===== src/tsq_pkg.sv =====
/*
  Shared constants and types of the trigger sequencer queue register bank.
  Assumes one clock domain and an APB master with 32-bit data.
*/
// Behaviour
// - Counter 0 limit register, sixteen bits.
// - Counter 1 limit register, sixteen bits.
// - All registers read-only while steps execute.
// - Adjust value summed by add command.
// - Control command copies literal low six bits.
// - Strobe output carries command low bit and option.
// - Five-bit queue pointer, upper bits read zero.
// - Sixteen slots, odd byte high, even low.
// - All bits read/write, reset to zero; here STATUS, CNT0 and CNT1 are read-only.
// - Counter jump: limit advances, else loop.
// - Add adjust into option-selected target.
// - Reserved commands and options do nothing.
package tsq_pkg;

  localparam int ADDR_W = 12;
  localparam int DATA_W = 32;
  localparam int REG_W = 16;
  localparam int PTR_W = 5;
  localparam int QIDX_W = 4;
  localparam int QUE_DEPTH = 16;
  localparam int CHSEL_W = 6;
  localparam int STRB_W = 5;

  // Register byte offsets
  localparam logic [ADDR_W-1:0] OFF_C0LIM = 12'h000;
  localparam logic [ADDR_W-1:0] OFF_C1LIM = 12'h004;
  localparam logic [ADDR_W-1:0] OFF_ADJ = 12'h008;
  localparam logic [ADDR_W-1:0] OFF_LIT = 12'h00C;
  localparam logic [ADDR_W-1:0] OFF_QPTR = 12'h010;
  localparam logic [ADDR_W-1:0] OFF_STATUS = 12'h014;
  localparam logic [ADDR_W-1:0] OFF_CNT0 = 12'h018;
  localparam logic [ADDR_W-1:0] OFF_CNT1 = 12'h01C;
  localparam logic [ADDR_W-1:0] OFF_QUE_BASE = 12'h040;
  localparam logic [ADDR_W-1:0] OFF_QUE_LAST = 12'h07C;

  // Reset values
  localparam logic [REG_W-1:0] RST_REG = 16'h0000;
  localparam logic [PTR_W-1:0] RST_PTR = 5'h00;

  // Field positions
  localparam int ODD_LSB = 8;
  localparam int EVEN_LSB = 0;
  localparam int STATUS_BUSY_BIT = 0;

  // Command codes, upper three bits where the low bit is payload
  localparam logic [3:0] CMD_CTRL = 4'h0;
  localparam logic [3:0] CMD_ADD = 4'h1;
  localparam logic [2:0] CMD_STRB = 3'h1;
  localparam logic [2:0] CMD_JMP = 3'h5;
  localparam logic [2:0] CMD_JMPC0 = 3'h6;
  localparam logic [2:0] CMD_JMPC1 = 3'h7;

  // Option codes
  localparam logic [3:0] ADD_OPT_T0LIM = 4'h0;
  localparam logic [3:0] ADD_OPT_T1LIM = 4'h1;
  localparam logic [3:0] ADD_OPT_SDLIM = 4'h2;
  localparam logic [3:0] ADD_OPT_C0LIM = 4'h3;
  localparam logic [3:0] ADD_OPT_C1LIM = 4'h4;
  localparam logic [3:0] ADD_OPT_LIT = 4'h5;
  localparam logic [3:0] CTRL_OPT_LIT = 4'hF;

  typedef struct packed {
    logic [3:0] cmd;
    logic [3:0] option;
  } tsq_step_t;

  typedef struct packed {
    logic valid;
    logic [STRB_W-1:0] value;
  } tsq_strobe_t;

  typedef struct packed {
    logic valid;
    logic [CHSEL_W-1:0] channel;
  } tsq_chsel_t;

  typedef struct packed {
    logic valid;
    logic [3:0] option;
    logic [REG_W-1:0] adjust;
  } tsq_ext_add_t;

  typedef enum logic {PH_IDLE, PH_ANSWER} tsq_phase_t;

endpackage


===== src/tsq_step_mem.sv =====
/*
  Step queue storage: sixteen 16-bit slots, two step bytes each.
  Assumes writes are already qualified by the caller; both reads registered.
*/
`timescale 1ns/100ps
module tsq_step_mem (
  // Clock and reset
  input wire logic ref_clk,
  input wire logic reset,
  // Word write
  input wire logic we,
  input wire logic [tsq_pkg::QIDX_W-1:0] waddr,
  input wire logic [tsq_pkg::REG_W-1:0] wdata,
  input wire logic [1:0] wstrb,
  // Word read for software
  input wire logic [tsq_pkg::QIDX_W-1:0] a_addr,
  output logic [tsq_pkg::REG_W-1:0] a_rdata,
  // Byte read for the active step
  input wire logic [tsq_pkg::PTR_W-1:0] b_addr,
  output logic [7:0] b_rdata
);

  logic [tsq_pkg::REG_W-1:0] mem_r [tsq_pkg::QUE_DEPTH];
  logic [tsq_pkg::REG_W-1:0] b_word;

  assign b_word = mem_r[b_addr[tsq_pkg::PTR_W-1:1]];

  always_ff @(posedge ref_clk) begin
    if (reset) begin
      for (int i = 0; i < tsq_pkg::QUE_DEPTH; i++) begin
        mem_r[i] <= tsq_pkg::RST_REG;
      end
    end else if (we) begin
      if (wstrb[0]) begin
        mem_r[waddr][7:0] <= wdata[7:0];
      end
      if (wstrb[1]) begin
        mem_r[waddr][15:8] <= wdata[15:8];
      end
    end
  end

  always_ff @(posedge ref_clk) begin
    if (reset) begin
      a_rdata <= tsq_pkg::RST_REG;
    end else begin
      a_rdata <= mem_r[a_addr];
    end
  end

  // Odd step in the high byte, even step in the low byte
  always_ff @(posedge ref_clk) begin
    if (reset) begin
      b_rdata <= 8'h00;
    end else if (b_addr[0]) begin
      b_rdata <= b_word[tsq_pkg::ODD_LSB +: 8];
    end else begin
      b_rdata <= b_word[tsq_pkg::EVEN_LSB +: 8];
    end
  end

endmodule


===== src/tsq_loop_counter.sv =====
/*
  One 16-bit loop counter compared against its limit.
  Assumes clear and inc are never both high; clear wins if they are.
*/
`timescale 1ns/100ps
module tsq_loop_counter (
  // Clock and reset
  input wire logic ref_clk,
  input wire logic reset,
  // Control
  input wire logic clear,
  input wire logic inc,
  input wire logic [tsq_pkg::REG_W-1:0] limit,
  // State
  output logic [tsq_pkg::REG_W-1:0] count,
  output logic at_limit
);

  assign at_limit = (count == limit);

  always_ff @(posedge ref_clk) begin
    if (reset) begin
      count <= tsq_pkg::RST_REG;
    end else if (clear) begin
      count <= tsq_pkg::RST_REG;
    end else if (inc) begin
      count <= count + 16'h0001;
    end
  end

endmodule


===== src/tsq_regs.sv =====
/*
  Trigger sequencer queue register bank with its APB slave and the
  register-side effects of pointer, counter, add, strobe and control steps.
  Assumes an execution engine on ref_clk that raises seq_busy while running
  and pulses step_exec once per completed step.
*/
// Added by the designer: the register offsets and register access over APB.
`timescale 1ns/100ps
module tsq_regs (
  // Clock and reset
  input wire logic ref_clk,
  input wire logic reset,
  // APB slave
  input wire logic psel,
  input wire logic penable,
  input wire logic pwrite,
  input wire logic [tsq_pkg::ADDR_W-1:0] paddr,
  input wire logic [tsq_pkg::DATA_W-1:0] pwdata,
  input wire logic [3:0] pstrb,
  output logic [tsq_pkg::DATA_W-1:0] prdata,
  output logic pready,
  output logic pslverr,
  // Execution engine
  input wire logic seq_busy,
  input wire logic step_exec,
  output tsq_pkg::tsq_step_t step_cmd,
  output logic [tsq_pkg::PTR_W-1:0] queue_pointer,
  // Values for the engine
  output logic [tsq_pkg::REG_W-1:0] loop_count0_limit,
  output logic [tsq_pkg::REG_W-1:0] loop_count1_limit,
  output logic [tsq_pkg::REG_W-1:0] loop_counter0,
  output logic [tsq_pkg::REG_W-1:0] loop_counter1,
  output logic [tsq_pkg::REG_W-1:0] adjust_value,
  output logic [tsq_pkg::REG_W-1:0] channel_literal,
  // Step effects leaving the block
  output tsq_pkg::tsq_strobe_t strobe_out,
  output tsq_pkg::tsq_chsel_t conversion_channel_select,
  output tsq_pkg::tsq_ext_add_t ext_add
);

  tsq_pkg::tsq_phase_t phase_r;
  logic apb_fire;
  logic wr_ok;
  logic mapped;
  logic is_queue;
  logic [tsq_pkg::DATA_W-1:0] prdata_r;
  logic [tsq_pkg::DATA_W-1:0] rd_mux;
  logic [tsq_pkg::REG_W-1:0] que_rdata;
  logic [7:0] step_byte;
  logic [tsq_pkg::QIDX_W-1:0] que_idx;
  logic [tsq_pkg::PTR_W-1:0] ptr_nxt;
  logic [tsq_pkg::PTR_W-1:0] jump_target;
  logic exec_add;
  logic exec_jc0;
  logic exec_jc1;
  logic eq0;
  logic eq1;

  function automatic logic [15:0] merge16(input logic [15:0] old,
                                          input logic [31:0] wd,
                                          input logic [3:0] st);
    logic [15:0] res;
    res = old;
    if (st[0]) begin
      res[7:0] = wd[7:0];
    end
    if (st[1]) begin
      res[15:8] = wd[15:8];
    end
    return res;
  endfunction

  // APB: setup, one wait cycle to register read data, then answer
  assign apb_fire = psel && penable && pready;
  assign pready = (phase_r == tsq_pkg::PH_ANSWER);
  assign pslverr = pready && !mapped;
  assign prdata = prdata_r;
  // Busy drops software writes without an error answer
  assign wr_ok = apb_fire && pwrite && mapped && !seq_busy;

  assign is_queue = (paddr >= tsq_pkg::OFF_QUE_BASE) &&
                    (paddr <= tsq_pkg::OFF_QUE_LAST) &&
                    (paddr[1:0] == 2'b00);
  assign que_idx = paddr[5:2];

  always_comb begin
    mapped = 1'b1;
    if (!is_queue) begin
      case (paddr)
        tsq_pkg::OFF_C0LIM,
        tsq_pkg::OFF_C1LIM,
        tsq_pkg::OFF_ADJ,
        tsq_pkg::OFF_LIT,
        tsq_pkg::OFF_QPTR,
        tsq_pkg::OFF_STATUS,
        tsq_pkg::OFF_CNT0,
        tsq_pkg::OFF_CNT1: mapped = 1'b1;
        default: mapped = 1'b0;
      endcase
    end
  end

  always_ff @(posedge ref_clk) begin
    if (reset) begin
      phase_r <= tsq_pkg::PH_IDLE;
    end else begin
      case (phase_r)
        tsq_pkg::PH_IDLE: begin
          if (psel && penable) begin
            phase_r <= tsq_pkg::PH_ANSWER;
          end
        end
        tsq_pkg::PH_ANSWER: begin
          phase_r <= tsq_pkg::PH_IDLE;
        end
        default: phase_r <= tsq_pkg::PH_IDLE;
      endcase
    end
  end

  // Unused bits and unmapped addresses read as zero
  always_comb begin
    rd_mux = '0;
    if (is_queue) begin
      rd_mux[15:0] = que_rdata;
    end else begin
      case (paddr)
        tsq_pkg::OFF_C0LIM: rd_mux[15:0] = loop_count0_limit;
        tsq_pkg::OFF_C1LIM: rd_mux[15:0] = loop_count1_limit;
        tsq_pkg::OFF_ADJ: rd_mux[15:0] = adjust_value;
        tsq_pkg::OFF_LIT: rd_mux[15:0] = channel_literal;
        tsq_pkg::OFF_QPTR: rd_mux[tsq_pkg::PTR_W-1:0] = queue_pointer;
        tsq_pkg::OFF_STATUS: rd_mux[tsq_pkg::STATUS_BUSY_BIT] = seq_busy;
        tsq_pkg::OFF_CNT0: rd_mux[15:0] = loop_counter0;
        tsq_pkg::OFF_CNT1: rd_mux[15:0] = loop_counter1;
        default: rd_mux = '0;
      endcase
    end
  end

  always_ff @(posedge ref_clk) begin
    if (reset) begin
      prdata_r <= '0;
    end else if (psel && penable && !pready && !pwrite) begin
      prdata_r <= rd_mux;
    end
  end

  // Step decode
  assign step_cmd = tsq_pkg::tsq_step_t'(step_byte);
  assign jump_target = {step_cmd.cmd[0], step_cmd.option};
  assign exec_add = step_exec && (step_cmd.cmd == tsq_pkg::CMD_ADD);
  assign exec_jc0 = step_exec && (step_cmd.cmd[3:1] == tsq_pkg::CMD_JMPC0);
  assign exec_jc1 = step_exec && (step_cmd.cmd[3:1] == tsq_pkg::CMD_JMPC1);

  // Software write has priority; it is only possible while idle
  always_ff @(posedge ref_clk) begin
    if (reset) begin
      loop_count0_limit <= tsq_pkg::RST_REG;
    end else if (wr_ok && !is_queue && paddr == tsq_pkg::OFF_C0LIM) begin
      loop_count0_limit <= merge16(loop_count0_limit, pwdata, pstrb);
    end else if (exec_add && step_cmd.option == tsq_pkg::ADD_OPT_C0LIM) begin
      loop_count0_limit <= loop_count0_limit + adjust_value;
    end
  end

  always_ff @(posedge ref_clk) begin
    if (reset) begin
      loop_count1_limit <= tsq_pkg::RST_REG;
    end else if (wr_ok && !is_queue && paddr == tsq_pkg::OFF_C1LIM) begin
      loop_count1_limit <= merge16(loop_count1_limit, pwdata, pstrb);
    end else if (exec_add && step_cmd.option == tsq_pkg::ADD_OPT_C1LIM) begin
      loop_count1_limit <= loop_count1_limit + adjust_value;
    end
  end

  always_ff @(posedge ref_clk) begin
    if (reset) begin
      adjust_value <= tsq_pkg::RST_REG;
    end else if (wr_ok && !is_queue && paddr == tsq_pkg::OFF_ADJ) begin
      adjust_value <= merge16(adjust_value, pwdata, pstrb);
    end
  end

  always_ff @(posedge ref_clk) begin
    if (reset) begin
      channel_literal <= tsq_pkg::RST_REG;
    end else if (wr_ok && !is_queue && paddr == tsq_pkg::OFF_LIT) begin
      channel_literal <= merge16(channel_literal, pwdata, pstrb);
    end else if (exec_add && step_cmd.option == tsq_pkg::ADD_OPT_LIT) begin
      channel_literal <= channel_literal + adjust_value;
    end
  end

  // Pointer: jumps load, counted jumps loop, all else advance
  always_comb begin
    ptr_nxt = queue_pointer + 5'h01;
    case (step_cmd.cmd[3:1])
      tsq_pkg::CMD_JMP: ptr_nxt = jump_target;
      tsq_pkg::CMD_JMPC0: begin
        if (!eq0) begin
          ptr_nxt = jump_target;
        end
      end
      tsq_pkg::CMD_JMPC1: begin
        if (!eq1) begin
          ptr_nxt = jump_target;
        end
      end
      // Reserved and unhandled codes only step on
      default: ptr_nxt = queue_pointer + 5'h01;
    endcase
  end

  always_ff @(posedge ref_clk) begin
    if (reset) begin
      queue_pointer <= tsq_pkg::RST_PTR;
    end else if (wr_ok && !is_queue && paddr == tsq_pkg::OFF_QPTR) begin
      if (pstrb[0]) begin
        queue_pointer <= pwdata[tsq_pkg::PTR_W-1:0];
      end
    end else if (step_exec) begin
      queue_pointer <= ptr_nxt;
    end
  end

  // Counters restart when the engine stops or a loop completes
  tsq_loop_counter u_cnt0 (
    .ref_clk(ref_clk),
    .reset(reset),
    .clear(!seq_busy || (exec_jc0 && eq0)),
    .inc(exec_jc0 && !eq0),
    .limit(loop_count0_limit),
    .count(loop_counter0),
    .at_limit(eq0)
  );

  tsq_loop_counter u_cnt1 (
    .ref_clk(ref_clk),
    .reset(reset),
    .clear(!seq_busy || (exec_jc1 && eq1)),
    .inc(exec_jc1 && !eq1),
    .limit(loop_count1_limit),
    .count(loop_counter1),
    .at_limit(eq1)
  );

  tsq_step_mem u_mem (
    .ref_clk(ref_clk),
    .reset(reset),
    .we(wr_ok && is_queue),
    .waddr(que_idx),
    .wdata(pwdata[15:0]),
    .wstrb(pstrb[1:0]),
    .a_addr(que_idx),
    .a_rdata(que_rdata),
    .b_addr(queue_pointer),
    .b_rdata(step_byte)
  );

  // Strobe carries the command's low bit and option
  always_ff @(posedge ref_clk) begin
    if (reset) begin
      strobe_out <= '0;
    end else begin
      strobe_out.valid <= step_exec &&
                          (step_cmd.cmd[3:1] == tsq_pkg::CMD_STRB);
      if (step_exec && step_cmd.cmd[3:1] == tsq_pkg::CMD_STRB) begin
        strobe_out.value <= jump_target;
      end
    end
  end

  always_ff @(posedge ref_clk) begin
    if (reset) begin
      conversion_channel_select <= '0;
    end else begin
      conversion_channel_select.valid <= step_exec &&
        (step_cmd.cmd == tsq_pkg::CMD_CTRL) &&
        (step_cmd.option == tsq_pkg::CTRL_OPT_LIT);
      if (step_exec && step_cmd.cmd == tsq_pkg::CMD_CTRL &&
          step_cmd.option == tsq_pkg::CTRL_OPT_LIT) begin
        conversion_channel_select.channel <=
          channel_literal[tsq_pkg::CHSEL_W-1:0];
      end
    end
  end

  // Timer and step delay limits live outside; hand them the sum request
  always_ff @(posedge ref_clk) begin
    if (reset) begin
      ext_add <= '0;
    end else begin
      ext_add.valid <= exec_add &&
        (step_cmd.option <= tsq_pkg::ADD_OPT_SDLIM);
      ext_add.option <= step_cmd.option;
      ext_add.adjust <= adjust_value;
    end
  end

endmodule


===== config.mk =====
export PLATFORM = sky130hd
export DESIGN_NAME = tsq_regs
export DESIGN_NICKNAME = d
export VERILOG_FILES = /design/src/tsq_pkg.sv /design/src/tsq_step_mem.sv /design/src/tsq_loop_counter.sv /design/src/tsq_regs.sv
export SDC_FILE = /design/constraint.sdc
export NUM_CORES = 1
export LEC_CHECK = 0
export BUFFER_PORTS_ARGS = -buffer_cell sky130_fd_sc_hd__buf_4
export CORE_ASPECT_RATIO = 1.1
export CORE_UTILIZATION = 55
export DETAILED_ROUTE_END_ITERATION = 10
export PLACE_DENSITY_LB_ADDON = 0.1
export SLEW_MARGIN = 25
export SYNTH_ARGS = -nofsm -noshare
export SYNTH_HDL_FRONTEND = slang
export SYNTH_SLANG_ARGS = --single-unit

===== constraint.sdc =====
create_clock -name ref_clk -period 6 [get_ports ref_clk]
set_input_delay 0 -clock ref_clk [delete_from_list [all_inputs] [get_ports ref_clk]]
set_output_delay 0 -clock ref_clk [all_outputs]
set_load 0.1 [all_outputs]

==> results.toml <==
[synthesis]
async_reset_ff_share_pct = 0
synthTopCellsByArea = "edfxtp_1 (32%), dfxtp_1 (15%), mux4_2 (15%), and2_1 (4.4%), and3_1 (2.7%)"
synth_cell_types = 83
yosysTopAreaCellShare_pct = 32.0
avgSynthCellArea_um2 = 11.3
yosys_warnings = 0
ys_seq_area_share_pct = 47.0
synth_top_area_cell = "edfxtp_1"
synth-seq-cells = 436
synthFlopType = "edfxtp_1"
syn-instance-count = 2120
synth_area_um2 = 24000
synth_edf_count = 256

[cts]
clk_latency_ns = 0.60
ctsLongestPathBuffers = 3
cts_made_buffers = 46
cts_max_level = 2
clk_pin_slew_worst_paths_ns = 0.06
cts_tree = "yes"
post_cts_resized = 0
cts.sinks = 436
cts-root-buf = "clkbuf_16"

[power]
ir_drop_mv = 0.323
power_density_nw_per_um2 = 255
leakage_nw = 10.7
design_power_total_mw = 7.03

[global_routing]
grt_pass1_vias = 18100
grt.total_usage_pct = 34.9
grt_overflow = 0
grt_start_max_net_pins = 63
grt_pass1_wl_um = 116000
antenna_found_initial = 1

[worst_setup_path]
critical_path_required_ns = 6.21
cp_max_fo = 17
startpoint = "pready"
end_kind = "flop"
worstReg2RegStart = "pready"
crit_type = "flop to flop"
cp-start-kind = "flop"
crit_arrival_ns = 3.71

[route]
post_drt_wl_per_cell_um = 27.1
antenna_left = 0
drt_wl_total_um = 77700
drt_first_pass_iters = 6
via_per_inst = 6.56
via_count = 18800
drc = 0
drtIter0Drc = 2123

[sta]
maxSlewHeadroom_pct = 32.4
finalCritPeriodShare_pct = 58.5
rsz0062_at_grt = "false"
setup_viol = 0
maxSlewViolCount = 0
hold_violations = 0
timing.hold.ws_ns = 0.115
tightest_slew_ns = 1.01
tns_ns = 0
skew_ns = 0.0200
fin_crit_ns = 3.51
max_freq_mhz = 285
fin_ws_ns = 2.49

[cells_and_area]
nets = 2369
areaGrowthSynthToFinish_pct = 14.7
final_util_pct = 64.6
drive_above_1_share_pct = 21.5
instances_no_fill = 2867
final_area_um2 = 27600
fillers = 3378
antenna_cells = 0
multi_input_area_um2 = 11900
ff_latch_area_um2 = 11300

[placed_design]
dpl_cell_area_um2 = 25800
io_buffers = 197
dp_cells = 2757
gp_congestion = 0.999
preCtsSetupSlack_ns = 2.07
post-dp-hpwl_um = 54600

[floorplan]
io-pin-count = 232
die_y_um = 221
die_area_um2 = 44600
start_util_pct = 56.3
die_w_um = 201
rows = 79
core_um2 = 42700

[job]
cap_violations = 0

[outcome]
status = "completed"

[hold_path]
holdCritStartpoint = "paddr[5]"
hp-class = "input port to flop"
## critical path, stage by stage (launching register included)
cell,delay (ns)
dfxtp_1,0.48
nand3b_1,0.15
nor3_1,0.33
nand3_1,0.20
nor2_2,0.58
nand3_1,0.45
o21ai_0,0.91
## power breakdown
| part | total [mW] | switching (mW) | leakage [nW] | internal, mW |
|---|---|---|---|---|
| Sequential | 3.33 | 0.0913 | 4.13 | 3.24 |
| Combinational | 0.734 | 0.471 | 5.85 | 0.263 |
| Clock | 2.96 | 1.22 | 0.754 | 1.74 |
| Total | 7.03 | 1.79 | 10.7 | 5.24 |
## flip-flops by register name, summed over array words and instances, names as in the netlist, 8 cells and up, named ones only
signal	count
adjust_value	16
channel_literal	16
ext_add	21
loop_count0_limit	16
loop_count1_limit	16
prdata	16
u_cnt0.count	16
u_cnt1.count	16
u_mem.a_rdata	16
u_mem.b_rdata	8
u_mem.mem_r	256
## synth_stat cells, types with 21 or more instances
| library cell | number |
|---|---|
| o21ai_0 | 86 |
| nor3_1 | 39 |
| inv_1 | 33 |
| a21oi_1 | 113 |
| ha_1 | 48 |
| dfxtp_1 | 180 |
| clkbuf_1 | 115 |
| nand2_1 | 163 |
| xor2_1 | 44 |
| buf_2 | 25 |
| nand3_1 | 27 |
| mux4_2 | 160 |
| nor2b_1 | 32 |
| nor2_1 | 135 |
| or3_1 | 21 |
| and3_1 | 105 |
| xnor2_1 | 34 |
| and2_1 | 171 |
| edfxtp_1 | 256 |
| a211oi_1 | 21 |
## kinds of logic after synthesis
family / Yosys count / synth area share [%]
and+or+nand+nor: 770 / 17.1
DFF: 436 / 47.0
AOI/OAI and AO/OA: 391 / 10.6
buffers and inverters: 211 / 3.81
muxes: 182 / 15.9
xor gates and xnor gates: 78 / 2.84
adders and majority gates: 51 / 2.75
other: 1 / 0.0156
## path summary, 6_finish.rpt
check	to	slack [ns]	cells past startpoint
worst min register to register	prdata[12]	0.48	2
worst max-delay path	u_mem.mem_r[15][3]	2.49	6
worst min-delay path	u_mem.a_rdata[15]	0.11	3
worst max register to register	u_mem.mem_r[15][3]	2.49	6
## metal layers
layer | vias up | global-route usage (%) | share of wire [%]
li1 | 8252 | - | -
met2 | 1052 | 56.5 | 48
met1 | 9320 | 45.6 | 38
met4 | 2 | 17.3 | 4.9
met5 | - | 0 | 0.015
met3 | 195 | 5.76 | 8.9
## cells in the final DEF, fill, tap and decap left out, types with 21 or more instances in the layout
cell type / netlist / routed
a211oi_1: 21 / 21
a21oi_1: 113 / 113
and2_1: 171 / 171
and3_1: 105 / 105
buf_4: 19 / 232
clkbuf_16: 0 / 47
dfxtp_1: 180 / 178
dlygate4sd3_1: 0 / 25
edfxtp_1: 256 / 256
ha_1: 48 / 48
inv_1: 33 / 32
mux4_2: 160 / 160
nand2_1: 163 / 163
nand3_1: 27 / 27
nor2_1: 135 / 133
nor2b_1: 32 / 32
nor3_1: 39 / 36
o21ai_0: 86 / 72
or3_1: 21 / 21
xnor2_1: 34 / 34
xor2_1: 44 / 44
## area by class of cell
cell class / instances / area share (%)
multi-input cells: 1488 / 43.2
well taps: 567 / 2.57
clock inverters: 27 / 1.11
repair buffers: 257 / 7.22
flip-flops and latches: 436 / 41.0
inverters: 34 / 0.463
clock buffers: 58 / 4.42
## repair_timing
item                                   4_1_cts  5_1_grt
hold buffers                                25        0
endpoints found under the hold margin      357        0
setup buffers                                0        0
Power figures use the tool's default switching activity.
